**src/common/stb_pkg.sv**
```systemverilog
// constants, field layouts and enumerations of the 16-bit timer block
// assumes an 8-bit cpu register port with byte addresses 0x0 to 0xb
package stb_pkg;

  localparam int unsigned STB_AW = 4;
  localparam int unsigned STB_DW = 8;
  localparam int unsigned STB_CW = 16;

  // byte register addresses
  localparam logic [3:0] STB_A_CTRL_A = 4'h0;
  localparam logic [3:0] STB_A_CTRL_B = 4'h1;
  localparam logic [3:0] STB_A_CNT_LO = 4'h2;
  localparam logic [3:0] STB_A_CNT_HI = 4'h3;
  localparam logic [3:0] STB_A_CMPA_LO = 4'h4;
  localparam logic [3:0] STB_A_CMPA_HI = 4'h5;
  localparam logic [3:0] STB_A_CMPB_LO = 4'h6;
  localparam logic [3:0] STB_A_CMPB_HI = 4'h7;
  localparam logic [3:0] STB_A_CAP_LO = 4'h8;
  localparam logic [3:0] STB_A_CAP_HI = 4'h9;
  localparam logic [3:0] STB_A_FLAG = 4'ha;
  localparam logic [3:0] STB_A_MASK = 4'hb;

  // control a fields
  localparam int unsigned STB_CA_OMA_LSB = 0;
  localparam int unsigned STB_CA_OMB_LSB = 2;
  localparam int unsigned STB_CA_CAP_SRC = 6;
  // control b fields
  localparam int unsigned STB_CB_CS_LSB = 0;
  localparam int unsigned STB_CB_EDGE = 3;
  localparam int unsigned STB_CB_TOP_LSB = 4;
  localparam int unsigned STB_CB_FILT = 7;

  // flag and mask bit positions
  localparam int unsigned STB_F_OVF = 0;
  localparam int unsigned STB_F_MA = 1;
  localparam int unsigned STB_F_MB = 2;
  localparam int unsigned STB_F_CAP = 3;
  localparam int unsigned STB_NFLAG = 4;

  typedef enum logic [2:0] {
    STB_CS_OFF = 3'h0,
    STB_CS_DIV1 = 3'h1,
    STB_CS_DIV8 = 3'h2,
    STB_CS_DIV64 = 3'h3,
    STB_CS_DIV256 = 3'h4,
    STB_CS_DIV1024 = 3'h5,
    STB_CS_EXT_FALL = 3'h6,
    STB_CS_EXT_RISE = 3'h7
  } stb_cs_t;

  typedef enum logic [2:0] {
    STB_TOP_MAX = 3'h0,
    STB_TOP_8 = 3'h1,
    STB_TOP_9 = 3'h2,
    STB_TOP_10 = 3'h3,
    STB_TOP_CMPA = 3'h4,
    STB_TOP_CAP = 3'h5
  } stb_top_t;

  typedef enum logic [1:0] {
    STB_OM_OFF = 2'h0,
    STB_OM_TOGGLE = 2'h1,
    STB_OM_PWM = 2'h2,
    STB_OM_PWM_INV = 2'h3
  } stb_om_t;

  localparam logic [15:0] STB_BOTTOM = 16'h0000;
  localparam logic [15:0] STB_MAX = 16'hffff;
  localparam logic [15:0] STB_TOP8_VAL = 16'h00ff;
  localparam logic [15:0] STB_TOP9_VAL = 16'h01ff;
  localparam logic [15:0] STB_TOP10_VAL = 16'h03ff;
  localparam logic [15:0] STB_ONE = 16'h0001;

  // prescaler width and terminal masks
  localparam int unsigned STB_PS_W = 10;
  localparam logic [9:0] STB_PS_M8 = 10'h007;
  localparam logic [9:0] STB_PS_M64 = 10'h03f;
  localparam logic [9:0] STB_PS_M256 = 10'h0ff;
  localparam logic [9:0] STB_PS_M1024 = 10'h3ff;
  localparam logic [9:0] STB_PS_ONE = 10'h001;

  localparam int unsigned STB_FILT_LEN = 4;
  localparam logic [7:0] STB_RST_BYTE = 8'h00;
  localparam logic [15:0] STB_RST_WORD = 16'h0000;
  localparam logic [3:0] STB_RST_FLAGS = 4'h0;

endpackage

```
**src/common/stb_cap_if.sv**
```systemverilog
// capture path signals between the timer core and its input filter
// assumes both ends run on the same core clock
`timescale 1ns/1ps
interface stb_cap_if;
  logic pin_raw;
  logic cmp_raw;
  logic src_cmp;
  logic filt_en;
  logic rise_edge;
  logic event_p;
  modport filt (input pin_raw, input cmp_raw, input src_cmp, input filt_en,
    input rise_edge, output event_p);
  modport ctl (output pin_raw, output cmp_raw, output src_cmp, output filt_en,
    output rise_edge, input event_p);
endinterface

```
**src/verilog/stb_cap_filter.sv**
```systemverilog
// capture input synchroniser, noise filter and edge detector
// assumes raw pin and comparator levels are asynchronous to core_clk_in
`timescale 1ns/1ps
module stb_cap_filter
  import stb_pkg::*;
#(
  parameter int unsigned LEN = STB_FILT_LEN
) (
  input wire logic core_clk_in,
  input wire logic rst_b_in,
  stb_cap_if.filt cap
);

  logic pin_s1_q, pin_s2_q, cmp_s1_q, cmp_s2_q;
  logic [LEN-1:0] hist_q;
  logic level_q, event_q;
  wire logic sel_w = cap.src_cmp ? cmp_s2_q : pin_s2_q;
  wire logic all_one_w = &hist_q;
  wire logic all_zero_w = ~|hist_q;
  // with the filter enabled, filtered level moves only after LEN equal samples
  wire logic level_d = !cap.filt_en ? sel_w :
    all_one_w ? 1'b1 : all_zero_w ? 1'b0 : level_q;
  wire logic event_d = (level_d != level_q) && (level_d == cap.rise_edge);

  always_ff @(posedge core_clk_in or negedge rst_b_in) begin
    if (!rst_b_in) begin
      pin_s1_q <= 1'b0;
      pin_s2_q <= 1'b0;
      cmp_s1_q <= 1'b0;
      cmp_s2_q <= 1'b0;
      hist_q <= '0;
      level_q <= 1'b0;
      event_q <= 1'b0;
    end else begin
      pin_s1_q <= cap.pin_raw;
      pin_s2_q <= pin_s1_q;
      cmp_s1_q <= cap.cmp_raw;
      cmp_s2_q <= cmp_s1_q;
      hist_q <= {hist_q[LEN-2:0], sel_w};
      level_q <= level_d;
      event_q <= event_d;
    end
  end

  assign cap.event_p = event_q;

  chk_filter_steady_high: assert property (@(posedge core_clk_in) disable iff (!rst_b_in)
    ($past(cap.filt_en) && $rose(level_q)) |-> $past(all_one_w))
    else $error("filtered level rose without a steady run of ones");

  chk_edge_polarity: assert property (@(posedge core_clk_in) disable iff (!rst_b_in)
    event_q |-> (level_q == $past(cap.rise_edge) && level_q != $past(level_q)))
    else $error("capture event on the wrong edge");

endmodule

```
**src/verilog/stb_timer.sv**
```systemverilog
// 16-bit timer/counter with two compare channels, capture and byte access
// assumes a cpu master on core_clk_in: one-cycle strobes, read data next cycle
//
// Implementation choices: the register offsets and strobed register access.
`timescale 1ns/1ps
// Operation
// four maskable sources: overflow, match a, match b, capture.
// software clears the power off input before the timer runs.
// counter, both compares and capture are 16 bits, byte accessed.
// two 8-bit control registers read and write freely.
// each source shows a flag, gated by its own mask bit.
// tick comes from prescaler or external pin, source and edge selectable.
// with no clock selected the counter holds its value.
// buffered compares match counter continuously and set their flags.
// matches drive a waveform onto each compare output.
// an edge on pin or comparator copies counter into capture.
// capture path has an enable-able noise filter.
// top is 0x00ff, 0x01ff, 0x03ff, compare a or capture by mode.
// compare a as pwm top gives no a output, top double buffered.
// bottom is 0x0000 and max is 0xffff.
// one shared 8-bit high byte holding register.
// low byte write loads held high and low byte together.
// low byte read copies high byte to holding; high read returns it.
// compare reads bypass the holding register.
// cpu writes high then low, reads low then high.
// main code masks interrupts around two-byte accesses.
// cpu counter write beats clear or count in the same cycle.
// capture flag sets in the cycle the capture register loads.
// high byte write touches only the holding register.
module stb_timer
  import stb_pkg::*;
(
  input wire logic core_clk_in,
  input wire logic rst_b_in,
  input wire logic [STB_AW-1:0] addr_in,
  input wire logic [STB_DW-1:0] wr_data_in,
  input wire logic wr_en_in,
  input wire logic rd_en_in,
  output logic [STB_DW-1:0] rd_data_out,
  input wire logic timer_power_off_in,
  input wire logic external_count_pin_in,
  input wire logic capture_pin_in,
  input wire logic analog_cmp_in,
  output logic compare_out_a_out,
  output logic compare_out_b_out,
  output logic [STB_NFLAG-1:0] irq_req_out
);

  logic [7:0] ctrl_a_q, ctrl_b_q, temp_q, rd_data_q;
  logic [15:0] count_q, cmpa_buf_q, cmpb_buf_q, cmpa_act_q, cmpb_act_q, cap_q;
  logic [STB_NFLAG-1:0] flags_q, mask_q, irq_q;
  logic [STB_PS_W-1:0] ps_q;
  logic ext_s1_q, ext_s2_q, ext_s3_q;
  logic out_a_q, out_b_q;

  stb_cap_if cap_bus();

  stb_cap_filter #(.LEN(STB_FILT_LEN)) u_filter (
    .core_clk_in(core_clk_in),
    .rst_b_in(rst_b_in),
    .cap(cap_bus)
  );

  // control fields
  wire stb_cs_t cs_w = stb_cs_t'(ctrl_b_q[STB_CB_CS_LSB +: 3]);
  wire stb_top_t top_sel_w = stb_top_t'(ctrl_b_q[STB_CB_TOP_LSB +: 3]);
  wire stb_om_t om_a_w = stb_om_t'(ctrl_a_q[STB_CA_OMA_LSB +: 2]);
  wire stb_om_t om_b_w = stb_om_t'(ctrl_a_q[STB_CA_OMB_LSB +: 2]);

  assign cap_bus.pin_raw = capture_pin_in;
  assign cap_bus.cmp_raw = analog_cmp_in;
  assign cap_bus.src_cmp = ctrl_a_q[STB_CA_CAP_SRC];
  assign cap_bus.filt_en = ctrl_b_q[STB_CB_FILT];
  assign cap_bus.rise_edge = ctrl_b_q[STB_CB_EDGE];

  // address decode
  wire logic wr_ctrl_a_w = wr_en_in && addr_in == STB_A_CTRL_A;
  wire logic wr_ctrl_b_w = wr_en_in && addr_in == STB_A_CTRL_B;
  wire logic wr_cnt_lo_w = wr_en_in && addr_in == STB_A_CNT_LO;
  wire logic wr_cmpa_lo_w = wr_en_in && addr_in == STB_A_CMPA_LO;
  wire logic wr_cmpb_lo_w = wr_en_in && addr_in == STB_A_CMPB_LO;
  wire logic wr_cap_lo_w = wr_en_in && addr_in == STB_A_CAP_LO;
  wire logic wr_flag_w = wr_en_in && addr_in == STB_A_FLAG;
  wire logic wr_mask_w = wr_en_in && addr_in == STB_A_MASK;
  wire logic wr_hi_w = wr_en_in && (addr_in == STB_A_CNT_HI || addr_in == STB_A_CMPA_HI ||
    addr_in == STB_A_CMPB_HI || addr_in == STB_A_CAP_HI);
  wire logic rd_cnt_lo_w = rd_en_in && addr_in == STB_A_CNT_LO;
  wire logic rd_cap_lo_w = rd_en_in && addr_in == STB_A_CAP_LO;
  wire logic [15:0] wr_word_w = {temp_q, wr_data_in};

  // timer tick selection; power off stops every tick
  wire logic ext_rise_w = ext_s2_q && !ext_s3_q;
  wire logic ext_fall_w = !ext_s2_q && ext_s3_q;
  logic tick_sel_w;
  always_comb begin
    case (cs_w)
      STB_CS_OFF: tick_sel_w = 1'b0;
      STB_CS_DIV1: tick_sel_w = 1'b1;
      STB_CS_DIV8: tick_sel_w = (ps_q & STB_PS_M8) == STB_PS_M8;
      STB_CS_DIV64: tick_sel_w = (ps_q & STB_PS_M64) == STB_PS_M64;
      STB_CS_DIV256: tick_sel_w = (ps_q & STB_PS_M256) == STB_PS_M256;
      STB_CS_DIV1024: tick_sel_w = (ps_q & STB_PS_M1024) == STB_PS_M1024;
      STB_CS_EXT_FALL: tick_sel_w = ext_fall_w;
      STB_CS_EXT_RISE: tick_sel_w = ext_rise_w;
      default: tick_sel_w = 1'b0;
    endcase
  end
  wire logic tick_w = tick_sel_w && !timer_power_off_in;

  // top selection and counting
  wire logic [15:0] top_w = (top_sel_w == STB_TOP_8) ? STB_TOP8_VAL :
    (top_sel_w == STB_TOP_9) ? STB_TOP9_VAL :
    (top_sel_w == STB_TOP_10) ? STB_TOP10_VAL :
    (top_sel_w == STB_TOP_CMPA) ? cmpa_act_q :
    (top_sel_w == STB_TOP_CAP) ? cap_q : STB_MAX;
  // a cpu counter low byte write removes any count, wrap or match of that cycle
  wire logic run_w = tick_w && !wr_cnt_lo_w;
  wire logic wrap_w = run_w && count_q == top_w;
  wire logic [15:0] count_d = wr_cnt_lo_w ? wr_word_w :
    wrap_w ? STB_BOTTOM : run_w ? count_q + STB_ONE : count_q;
  wire logic match_a_w = run_w && count_q == cmpa_act_q;
  wire logic match_b_w = run_w && count_q == cmpb_act_q;
  // in every top mode but STB_TOP_MAX the active compare only moves at the wrap
  wire logic load_act_w = (top_sel_w == STB_TOP_MAX) || wrap_w;

  // capture is off while the capture register defines top
  wire logic cap_ev_w = cap_bus.event_p && top_sel_w != STB_TOP_CAP;
  wire logic cap_wr_w = wr_cap_lo_w && top_sel_w == STB_TOP_CAP;

  function automatic logic wave_next(input stb_om_t om, input logic cur,
      input logic match, input logic wrap);
    logic nxt;
    nxt = 1'b0;
    case (om)
      STB_OM_OFF: nxt = 1'b0;
      STB_OM_TOGGLE: nxt = match ? !cur : cur;
      STB_OM_PWM: nxt = wrap ? 1'b1 : match ? 1'b0 : cur;
      STB_OM_PWM_INV: nxt = wrap ? 1'b0 : match ? 1'b1 : cur;
      default: nxt = 1'b0;
    endcase
    return nxt;
  endfunction

  wire logic a_is_top_pwm_w = top_sel_w == STB_TOP_CMPA &&
    (om_a_w == STB_OM_PWM || om_a_w == STB_OM_PWM_INV);
  wire logic out_a_d = a_is_top_pwm_w ? 1'b0 :
    wave_next(om_a_w, out_a_q, match_a_w, wrap_w);
  wire logic out_b_d = wave_next(om_b_w, out_b_q, match_b_w, wrap_w);

  // flags: hardware set wins over a software clear in the same cycle
  wire logic [STB_NFLAG-1:0] flag_set_w = {cap_ev_w, match_b_w, match_a_w, wrap_w};
  wire logic [STB_NFLAG-1:0] flag_clr_w = wr_flag_w ? wr_data_in[STB_NFLAG-1:0] : '0;
  wire logic [STB_NFLAG-1:0] flags_d = flag_set_w | (flags_q & ~flag_clr_w);

  // shared high byte holding register
  wire logic [7:0] temp_d = wr_hi_w ? wr_data_in :
    rd_cnt_lo_w ? count_q[15:8] :
    rd_cap_lo_w ? cap_q[15:8] : temp_q;

  // read selection; upper flag and mask bits read as zero
  wire logic [7:0] rd_mux_w =
    (addr_in == STB_A_CTRL_A) ? ctrl_a_q :
    (addr_in == STB_A_CTRL_B) ? ctrl_b_q :
    (addr_in == STB_A_CNT_LO) ? count_q[7:0] :
    (addr_in == STB_A_CNT_HI) ? temp_q :
    (addr_in == STB_A_CMPA_LO) ? cmpa_buf_q[7:0] :
    (addr_in == STB_A_CMPA_HI) ? cmpa_buf_q[15:8] :
    (addr_in == STB_A_CMPB_LO) ? cmpb_buf_q[7:0] :
    (addr_in == STB_A_CMPB_HI) ? cmpb_buf_q[15:8] :
    (addr_in == STB_A_CAP_LO) ? cap_q[7:0] :
    (addr_in == STB_A_CAP_HI) ? temp_q :
    (addr_in == STB_A_FLAG) ? {4'h0, flags_q} :
    (addr_in == STB_A_MASK) ? {4'h0, mask_q} : STB_RST_BYTE;

  always_ff @(posedge core_clk_in or negedge rst_b_in) begin
    if (!rst_b_in) begin
      ctrl_a_q <= STB_RST_BYTE;
      ctrl_b_q <= STB_RST_BYTE;
      mask_q <= STB_RST_FLAGS;
    end else begin
      if (wr_ctrl_a_w) begin
        ctrl_a_q <= wr_data_in;
      end
      if (wr_ctrl_b_w) begin
        ctrl_b_q <= wr_data_in;
      end
      if (wr_mask_w) begin
        mask_q <= wr_data_in[STB_NFLAG-1:0];
      end
    end
  end

  always_ff @(posedge core_clk_in or negedge rst_b_in) begin
    if (!rst_b_in) begin
      count_q <= STB_RST_WORD;
      temp_q <= STB_RST_BYTE;
      ps_q <= '0;
    end else begin
      count_q <= count_d;
      temp_q <= temp_d;
      ps_q <= timer_power_off_in ? ps_q : ps_q + STB_PS_ONE;
    end
  end

  always_ff @(posedge core_clk_in or negedge rst_b_in) begin
    if (!rst_b_in) begin
      cmpa_buf_q <= STB_RST_WORD;
      cmpb_buf_q <= STB_RST_WORD;
      cmpa_act_q <= STB_RST_WORD;
      cmpb_act_q <= STB_RST_WORD;
    end else begin
      if (wr_cmpa_lo_w) begin
        cmpa_buf_q <= wr_word_w;
      end
      if (wr_cmpb_lo_w) begin
        cmpb_buf_q <= wr_word_w;
      end
      if (load_act_w) begin
        cmpa_act_q <= cmpa_buf_q;
        cmpb_act_q <= cmpb_buf_q;
      end
    end
  end

  always_ff @(posedge core_clk_in or negedge rst_b_in) begin
    if (!rst_b_in) begin
      cap_q <= STB_RST_WORD;
      flags_q <= STB_RST_FLAGS;
    end else begin
      if (cap_ev_w) begin
        cap_q <= count_q;
      end else if (cap_wr_w) begin
        cap_q <= wr_word_w;
      end
      flags_q <= flags_d;
    end
  end

  // external count pin crosses in through two flops before the edge detector
  always_ff @(posedge core_clk_in or negedge rst_b_in) begin
    if (!rst_b_in) begin
      ext_s1_q <= 1'b0;
      ext_s2_q <= 1'b0;
      ext_s3_q <= 1'b0;
    end else begin
      ext_s1_q <= external_count_pin_in;
      ext_s2_q <= ext_s1_q;
      ext_s3_q <= ext_s2_q;
    end
  end

  always_ff @(posedge core_clk_in or negedge rst_b_in) begin
    if (!rst_b_in) begin
      out_a_q <= 1'b0;
      out_b_q <= 1'b0;
      irq_q <= STB_RST_FLAGS;
      rd_data_q <= STB_RST_BYTE;
    end else begin
      out_a_q <= out_a_d;
      out_b_q <= out_b_d;
      irq_q <= flags_q & mask_q;
      rd_data_q <= rd_en_in ? rd_mux_w : STB_RST_BYTE;
    end
  end

  assign rd_data_out = rd_data_q;
  assign compare_out_a_out = out_a_q;
  assign compare_out_b_out = out_b_q;
  assign irq_req_out = irq_q;

  chk_low_write_load: assert property (@(posedge core_clk_in) disable iff (!rst_b_in)
    wr_cnt_lo_w |=> count_q == {$past(temp_q), $past(wr_data_in)})
    else $error("counter low write did not load held high byte");

  chk_high_write_only: assert property (@(posedge core_clk_in) disable iff (!rst_b_in)
    (wr_en_in && addr_in == STB_A_CMPA_HI) |=> ($stable(cmpa_buf_q) && temp_q == $past(wr_data_in)))
    else $error("high byte write changed a compare register");

  chk_low_read_latch: assert property (@(posedge core_clk_in) disable iff (!rst_b_in)
    rd_cnt_lo_w ##1 (rd_en_in && addr_in == STB_A_CNT_HI) |=> rd_data_q == $past(temp_q, 1) &&
    rd_data_q == $past(count_q[15:8], 2))
    else $error("high byte read did not return latched counter byte");

  chk_cmp_read_direct: assert property (@(posedge core_clk_in) disable iff (!rst_b_in)
    (rd_en_in && addr_in == STB_A_CMPB_HI) |=> rd_data_q == $past(cmpb_buf_q[15:8]))
    else $error("compare high read went through the holding register");

  chk_idle_stop: assert property (@(posedge core_clk_in) disable iff (!rst_b_in)
    (cs_w == STB_CS_OFF && !wr_cnt_lo_w) [*2] |-> $stable(count_q))
    else $error("counter moved with no clock selected");

  chk_capture_flag: assert property (@(posedge core_clk_in) disable iff (!rst_b_in)
    cap_ev_w |=> (flags_q[STB_F_CAP] && cap_q == $past(count_q)))
    else $error("capture flag and capture value out of step");

  chk_match_flag: assert property (@(posedge core_clk_in) disable iff (!rst_b_in)
    (run_w && count_q == cmpa_act_q) |=> flags_q[STB_F_MA])
    else $error("compare a match did not set its flag");

  chk_top_wrap: assert property (@(posedge core_clk_in) disable iff (!rst_b_in)
    (run_w && top_sel_w == STB_TOP_8 && count_q == STB_TOP8_VAL) |=>
    (count_q == STB_BOTTOM && flags_q[STB_F_OVF]))
    else $error("counter did not wrap at fixed top");

  chk_irq_gate: assert property (@(posedge core_clk_in) disable iff (!rst_b_in)
    (!mask_q[STB_F_MB] && !wr_mask_w) |=> !irq_q[STB_F_MB])
    else $error("masked source raised a request");

  chk_ctrl_rw: assert property (@(posedge core_clk_in) disable iff (!rst_b_in)
    wr_ctrl_b_w ##1 (rd_en_in && addr_in == STB_A_CTRL_B && !wr_en_in) |=>
    rd_data_q == $past(wr_data_in, 2))
    else $error("control register read back differs from write");

  chk_top_a_silent: assert property (@(posedge core_clk_in) disable iff (!rst_b_in)
    a_is_top_pwm_w |=> !compare_out_a_out)
    else $error("channel a drove pwm while used as top");

endmodule

```
**config.mk**
```make
export PLATFORM = sky130hd
export DESIGN_NAME = stb_timer
export DESIGN_NICKNAME = d
export VERILOG_FILES = /design/src/common/stb_pkg.sv /design/src/common/stb_cap_if.sv /design/src/verilog/stb_cap_filter.sv /design/src/verilog/stb_timer.sv
export SDC_FILE = /design/constraint.sdc
export NUM_CORES = 1
export LEC_CHECK = 0
export BUFFER_PORTS_ARGS = -buffer_cell sky130_fd_sc_hd__buf_2
export CAP_MARGIN = 30
export CORE_AREA = 2 2 134 136
export DETAILED_ROUTE_END_ITERATION = 8
export DIE_AREA = 0 0 136 138
export HOLD_SLACK_MARGIN = 0.02
export PLACE_DENSITY = 0.75
export SKIP_CTS_REPAIR_TIMING = 1
export SLEW_MARGIN = 15
export SYNTH_ARGS = -nofsm -noshare
export SYNTH_HDL_FRONTEND = slang
export SYNTH_SLANG_ARGS = --single-unit
```
**constraint.sdc**
```tcl
create_clock -name core_clk_in -period 7.65 [get_ports core_clk_in]
set_clock_uncertainty 0.15 [all_clocks]
set_input_delay 1.1475 -clock core_clk_in [delete_from_list [all_inputs] [get_ports core_clk_in]]
set_output_delay 1.1475 -clock core_clk_in [all_outputs]
set_load 0.01 [all_outputs]
```
==> summary.md, run 1 <==
| Metric | Value |
|---|---|
| Critical setup path kind | `in -> reg` |
| Total inserted antenna cells | `0` |
| EDFF count, synth | `0` |
| Area overhead of the layout relative to synthesis | `8.353%` |
| Post-Route Setup TNS | `0 ns` |
| Routed WL per cell | `23.28 um` |
| Global placer's final weighted congestion | `1.013` |
| Max-capacitance violation count | `0` |
| Static leakage | `4.332 nW` |
| Predominant post-synthesis flop cell | `dfrtp_1` |
| R2r setup slk | `3.76 ns` |
| R2R Path Start | `ctrl_b_q[6]` |
| Startpoint types | `input port` |
| Slowest cell delay on critical path | `0.52 ns` |
| Reg2Reg Depth | `9` |
| Type of the worst min-delay path | `reg -> reg` |
| Crit-path most repeated cell | `buf_4` |
| Aggregate routed wire length | `26.26 mm` |
| Final #Nets | `910` |
| Final Non-Filler Cells | `1128` |
| Cells after synthesis | `897` |
| Number of vias in the routed layout | `7241` |
| Dominant cells by area after synthesis | `dfrtp_1, mux2_2, mux2_4` |
| Htree depth | `4` |
| Die Height | `138 um` |
| Endpoint of the worst setup timing path | `cmpb_act_q[15]` |
| Global-route wire length before repair | `40.84 mm` |
| Synth Warn # | `0` |
| Count of boundary I/O pins | `34` |
| Leading cell types by count after synthesis | `dfrtp_1, nand2_1, o21ai_0` |
| Layout cell share with drive strength beyond 1 | `20.69%` |
| Worst path arrival time | `4.12 ns` |
| Achievable Freq | `253.1 MHz` |
| Post-synthesis async set-or-reset flop share | `100.0%` |
| Detailed placement HPWL | `17.95 mm` |
| Overall die area | `18770 um^2` |
| Num CTS Buffers | `17` |
| Hold Path Origin | `u_filter.cmp_s1_q` |
| Final setup violation count | `0` |
| Clk root buf | `clkbuf_16` |
| Pwr dens | `346.3 nW/um^2` |
| Net Count, Synth | `920` |
| Data required time at the worst endpoint | `7.82 ns` |
| Pin count of the biggest net entering global routing | `96` |
| Portion of the post-synthesis area used by sequential elements | `44.75%` |
| Cell area after technology mapping | `9228 um^2` |
| Number of synthesized register bits | `165` |
| Final hold viol count | `0` |
| CTS max path bufs | `2` |
| Cell chain of the critical path | `buf_2 -> buf_4 -> nand3b_1 -> nor3_2 -> buf_4 -> a211o_1 -> nor2_1 -> nand4_1 -> nand4b_4 -> o21ai_4 -> buf_4 -> mux2_2` |
| First element of the critical path | `addr_in[0]` |
| Post-route worst hold slack | `0.1996 ns` |
| Via count of the first global-routing pass | `6899` |
| Port Buf Inserts | `33` |
| Placed instance count | `1095` |
| Number of cells on the worst hold path | `0` |
| Final critical delay including setup and external delays | `3.951 ns` |
| Capture point of the worst reg-to-reg path | `cmpb_act_q[15]` |
| Final clock period utilization by the worst path | `51.64%` |
| Most used standard cell by instance count after synthesis | `dfrtp_1` |
| Sink Count | `165` |
| TritonCTS clock tree | `yes` |
| Placeable Area | `17530 um^2` |
| Global route overflow | `0` |
| Top cell type's share of synthesized area | `44.75%` |
| Unrepaired setup endpoints after global routing | `false` |
| Maximum VDD drop | `193.7 uV` |
| DRT iter0 DRCs | `1141` |
| Final max-slew violation count | `0` |
| Run status | `finished clean` |
| Distinct cell type count of the synthesized netlist | `67` |
| Slew at the pin closest to its max-slew limit | `0.9257 ns` |
| Number of nets with antenna violations after detailed routing | `0` |
| Initial core utilization | `52.63%` |
| Critical Path Fanout Max | `48` |
| Global routing usage summed across all routing layers | `29.00%` |
| Number of antenna violations at the first check in global routing | `0` |
| Type of element capturing the critical path | `register` |
| Relative max-transition margin | `38.11%` |
| Clk_lat worst skew | `0.43 ns` |
| Largest area contributor in the synthesized netlist | `dfrtp_1` |
| Mean instance size in the synthesized netlist | `10.29 um^2` |
| Die width | `136 um` |
| Worst path slowest cell | `buf_4` |
| Num rows | `49` |
| Routed via count divided by cell count | `6.419` |
| DRC errors left | `0` |
| Iteration count of the initial detailed-routing pass | `7` |
| Clock slew at reported path FFs | `0.07 ns` |
-- cell type report --
| type | count | area (um^2) |
|---|---|---|
| Fill cell | 1539 | 7536 |
| Multi-Input combinational cell | 641 | 4663 |
| Sequential cell | 165 | 4129 |
| Clock buffer | 19 | 452.9 |
| Tap cell | 229 | 286.5 |
| Timing Repair Buffer | 44 | 279.0 |
| Clock inverter | 12 | 120.1 |
| Inverter | 18 | 67.56 |
-- sequential cells by signal, summed over array words and instances, names as in the netlist, 4 cells and up --
register,flops
ctrl_b_q,8
cmpb_act_q,16
mask_q,4
flags_q,4
cap_q,16
temp_q,8
irq_req_out,4
ps_q,10
count_q,16
ctrl_a_q,8
cmpb_buf_q,16
cmpa_act_q,16
rd_data_out,8
u_filter.hist_q,4
cmpa_buf_q,16
-- per-stage QoR --
| step | area [um^2] | utilization, % | setup WS, ns | total power (W) |
|---|---|---|---|---|
| finish | 9998 | 57.02 | 3.699 | 0.003462 |
| global route | 9998 | 57.02 | 3.483 | 0.003643 |
| CTS | 9966 | 56.84 | 3.772 | 0.003439 |
| detailed placement | 9393 | 53.57 | 3.320 | 0.002600 |
| global placement | 9378 | 53.48 | 3.376 | 0.002544 |
| floorplan | 9228 | - | 4.510 | 0.002272 |
-- critical path: cells and delay by family --
kind / cells / cell delay [ns]
and+or+nand+nor: 5 / 0.87
muxes: 1 / 0.40
buffers and inverters: 4 / 1.24
AOI/OAI and AO/OA: 2 / 0.42
-- cell usage in the layout (no fill, tap or decap), types with 14 or more instances in the layout --
master / instances
clkbuf_16: 17
nand3_1: 18
mux2_4: 30
xor2_1: 39
nand2_1: 88
mux2i_1: 30
a22oi_1: 29
a21oi_1: 44
mux2_2: 59
nor4_1: 14
nor2_1: 44
dfrtp_1: 165
buf_2: 33
inv_1: 16
o21ai_0: 65
xnor2_1: 17
-- worst min-delay path by stage --
stage / end
2_1_floorplan: ext_s2_q
3_3_place_gp: u_filter.cmp_s2_q
3_5_place_dp: u_filter.cmp_s2_q
4_1_cts: u_filter.cmp_s2_q
5_1_grt: ext_s2_q
6_report: u_filter.cmp_s2_q
-- routing by layer --
layer	routed length, um	vias up	global-route usage [%]
li1	-	3200	-
met4	1577	0	14.80
met5	0	-	0
met3	2291	106	5.867
met1	10550	3538	40.98
met2	11840	397	42.40
-- power breakdown --
part	total, W	internal (W)	switching, W
registers	0.00156	0.00114	0.000424
clock network	0.000840	0.000470	0.000370
logic	0.00106	0.000549	0.000509
total	0.00346	0.00216	0.00130
-- cells by family after synthesis --
family / Yosys count / synth area share, %
AOI/OAI and AO/OA: 208 / 14.28
and+or+nand+nor: 249 / 13.71
xor gates and xnor gates: 56 / 5.315
muxes: 125 / 16.71
buffers and inverters: 91 / 4.841
adders and majority gates: 3 / 0.4068
DFF: 165 / 44.75
Power figures use the tool's default switching activity.
==> run 2, diff against run 1 <==
- PLACE_DENSITY: 0.75 -> 0.78
- clock period: 7.65 -> 3.26 ns (I/O delays scaled with it)
==> run 2 against run 1 <==
  * Combinational power rose to 2.5 times the previous value
  * Wire length increased by 4.5%
  * Total power rose by 140%
  * Largest cell class unchanged
  * Critical path depth down 3
  * Die area stayed put
  * Sequential power grew 130%
  * Count of clock-buffer cells in the layout shrank 1
  * Cell count is 2.4% higher
  * Global-route usage is 1.3 points higher
  * Sequential cell count unchanged
  * First-iteration DRC count down 4.6%
  * Clock power grew 140%
==> summary.md, run 2 (synthesis gave the netlist of run 1 again) <==
| Metric | Value |
|---|---|
| Run status | `finished clean` |
| Post-Route Setup TNS | `0 ns (unchanged)` |
| Max-capacitance violation count | `0 (unchanged)` |
| Worst path arrival time | `3.11 ns (-1.01 ns)` |
| Cell chain of the critical path | `nor2b_2 -> nand2_1 -> xnor2_1 -> nor4_1 -> nand4_1 -> nand4b_4 -> o21ai_4 -> buf_12 -> mux2_2` |
| Type of the worst min-delay path | `in -> reg` |
| Number of cells on the worst hold path | `2 (+2)` |
| Via count of the first global-routing pass | `7239 (+4.9%)` |
| Post-route worst hold slack | `0.1865 ns (-0.01302 ns)` |
| Final Non-Filler Cells | `1155 (+2.4%)` |
| Cell Area, Placed | `9615 um^2 (+2.4%)` |
| Non-Filler Cell Area, Final | `10240 um^2 (+2.4%)` |
| Global placer's final weighted congestion | `0.9775 (-3.5%)` |
| Overall die area | `18770 um^2 (unchanged)` |
| Clock slew at reported path FFs | `0.07 ns (about the same)` |
| DRT iter0 DRCs | `1089 (-4.6%)` |
| Net switching component of the power | `0.003146 W (+140%)` |
| TritonCTS clock tree | `yes` |
| Placed instance count | `1119 (+2.2%)` |
| Overall power | `0.008281 W (+140%)` |
| Slowest cell delay on critical path | `0.55 ns (+0.03 ns)` |
| Type of element capturing the critical path | `register` |
| GR Util met2 | `45.78% (+3.4 points)` |
| Unrepaired setup endpoints after global routing | `false` |
| Total stage count of the critical path | `9 (-3)` |
| Global-route wire length before repair | `43.17 mm (+5.7%)` |
| Aggregate routed wire length | `27.43 mm (+4.5%)` |
| Most frequent cells in the layout | `dfrtp_1, nand2_1, o21ai_0, mux2_2` |
| Total buffers and inverters traversed by the critical path | `1 (-3)` |
| Relative max-transition margin | `45.34% (+7.2 points)` |
| Count of boundary I/O pins | `34 (unchanged)` |
| Sink Count | `165 (unchanged)` |
| Met3 Use GR | `5.207% (-0.66 points)` |
| Seq pwr share | `43.6% (-1.6 points)` |
| Placeable Area | `17530 um^2 (unchanged)` |
| Static leakage | `4.466 nW (+3.1%)` |
| Number of vias in the routed layout | `7390 (+2.1%)` |
| Data required time at the worst endpoint | `3.42 ns (-4.40 ns)` |
| Num CTS Buffers | `17 (unchanged)` |
| Net switching share of the total power | `37.99% (+0.35 points)` |
| Layout cell share with drive strength beyond 1 | `22.68% (+2.0 points)` |
| Final setup violation count | `0 (unchanged)` |
| Final critical delay including setup and external delays | `2.947 ns` |
| Port Buf Inserts | `33 (unchanged)` |
| Number of nets with antenna violations after detailed routing | `0 (unchanged)` |
| Clk root buf | `clkbuf_16` |
| Fraction of power consumed by the clock network | `24.1% (about the same)` |
| Startpoint types | `register` |
| Initial core utilization | `52.63% (unchanged)` |
| Final max-slew violation count | `0 (unchanged)` |
| Fraction of power consumed by combinational cells | `32.4% (+1.8 points)` |
| Critical Path Fanout Max | `15 (-69%)` |
| Num rows | `49 (unchanged)` |
| Pwr dens | `808.7 nW/um^2 (+130%)` |
| Final #Nets | `936 (+2.9%)` |
| Maximum VDD drop | `463.2 uV (+140%)` |
| Slew at the pin closest to its max-slew limit | `0.8156 ns (-0.1101 ns)` |
| Cell Int Power | `0.005135 W (+140%)` |
| Detailed placement HPWL | `19.13 mm (+6.6%)` |
| Routed WL per cell | `23.75 um (+2.0%)` |
| Family of cells with the greatest summed delay on the critical path | `simple AND/OR/NAND/NOR gates` |
| Most congested layer reported by global routing | `met2` |
| Global route overflow | `0 (unchanged)` |
| Final hold viol count | `0 (unchanged)` |
| Htree depth | `4 (unchanged)` |
| Number of antenna violations at the first check in global routing | `0 (unchanged)` |
| Total inserted antenna cells | `0 (unchanged)` |
| Worst path slowest cell | `dfrtp_1` |
| Final clock period utilization by the worst path | `90.39%` |
| Critical setup path kind | `reg -> reg` |
| CTS max path bufs | `2 (unchanged)` |
| Die Height | `138 um (unchanged)` |
| Reg2Reg Depth | `9 (unchanged)` |
| DRC errors left | `0 (unchanged)` |
| Routed via count divided by cell count | `6.398 (-0.33%)` |
| Iteration count of the initial detailed-routing pass | `5 (-2)` |
| Die width | `136 um (unchanged)` |
| Area overhead of the layout relative to synthesis | `10.97%` |
| Clk_lat worst skew | `0.43 ns (about the same)` |
| Pin count of the biggest net entering global routing | `63 (-34%)` |
| Most frequent standard cell in the layout excluding fill and tap cells | `dfrtp_1` |
| Global routing usage summed across all routing layers | `30.30% (+1.3 points)` |
| Achievable Freq | `339.3 MHz` |
| Met1 capacity usage during global routing | `42.93% (+1.9 points)` |
run 2: worst register-to-register path, cell delays in order (launching register included):
cell and delay (ns):
dfrtp_1 0.55, nor2b_2 0.41, nand2_1 0.18, xnor2_1 0.16, nor4_1 0.27, nand4_1 0.12, nand4b_4 0.20, o21ai_4 0.21
buf_12 0.24, mux2_2 0.35
run 2: routing by layer:
layer  part of all wire (%)  vias up  wire (um)
li1                       -     3243          -
met1                     40     3629      11070
met2                     46      426      12720
met3                    8.7       92       2396
met4                    4.5        0       1244
met5                      0        -          0
run 2: power by group through the flow:
| stage | Sequential [W] | Clock (W) | Combinational [W] |
|---|---|---|---|
| after floorplan | 0.00311 | 0 | 0.00222 |
| after global routing | 0.00366 | 0.00209 | 0.00293 |
| final | 0.00361 | 0.00199 | 0.00268 |
| after global placement | 0.00358 | 0 | 0.00255 |
| after CTS | 0.00356 | 0.00201 | 0.00265 |
| after detailed placement | 0.00359 | 0 | 0.00263 |
run 2: worst paths after layout:
| kind | start | end | slack, ns |
|---|---|---|---|
| worst min-delay path | timer_power_off_in | ps_q[0] | 0.19 |
| worst max-delay path | ctrl_b_q[6] | cmpb_act_q[15] | 0.31 |
| min in group asynchronous | rst_b_in | u_filter.hist_q[0] | 0.45 |
| worst min register to register | ext_s1_q | ext_s2_q | 0.21 |
| max in group asynchronous | rst_b_in | ctrl_b_q[5] | 1.72 |
| worst max register to register | ctrl_b_q[6] | cmpb_act_q[15] | 0.31 |
run 2: cell type report:
class	count	area (um^2)
Clock buffer	18	439.2
Clock inverter	14	142.6
Fill cell	1457	7295
Inverter	18	67.56
Multi-Input combinational cell	641	4666
Sequential cell	165	4129
Tap cell	229	286.5
Timing Repair Buffer	70	509.2
run 2: metrics by stage:
stage	util [%]	setup WS (ns)
after floorplan	-	0.6622
after global placement	54.84	0.2757
after detailed placement	54.84	0.1790
after CTS	58.16	0.1630
after global routing	58.40	0.1068
final	58.40	0.3132
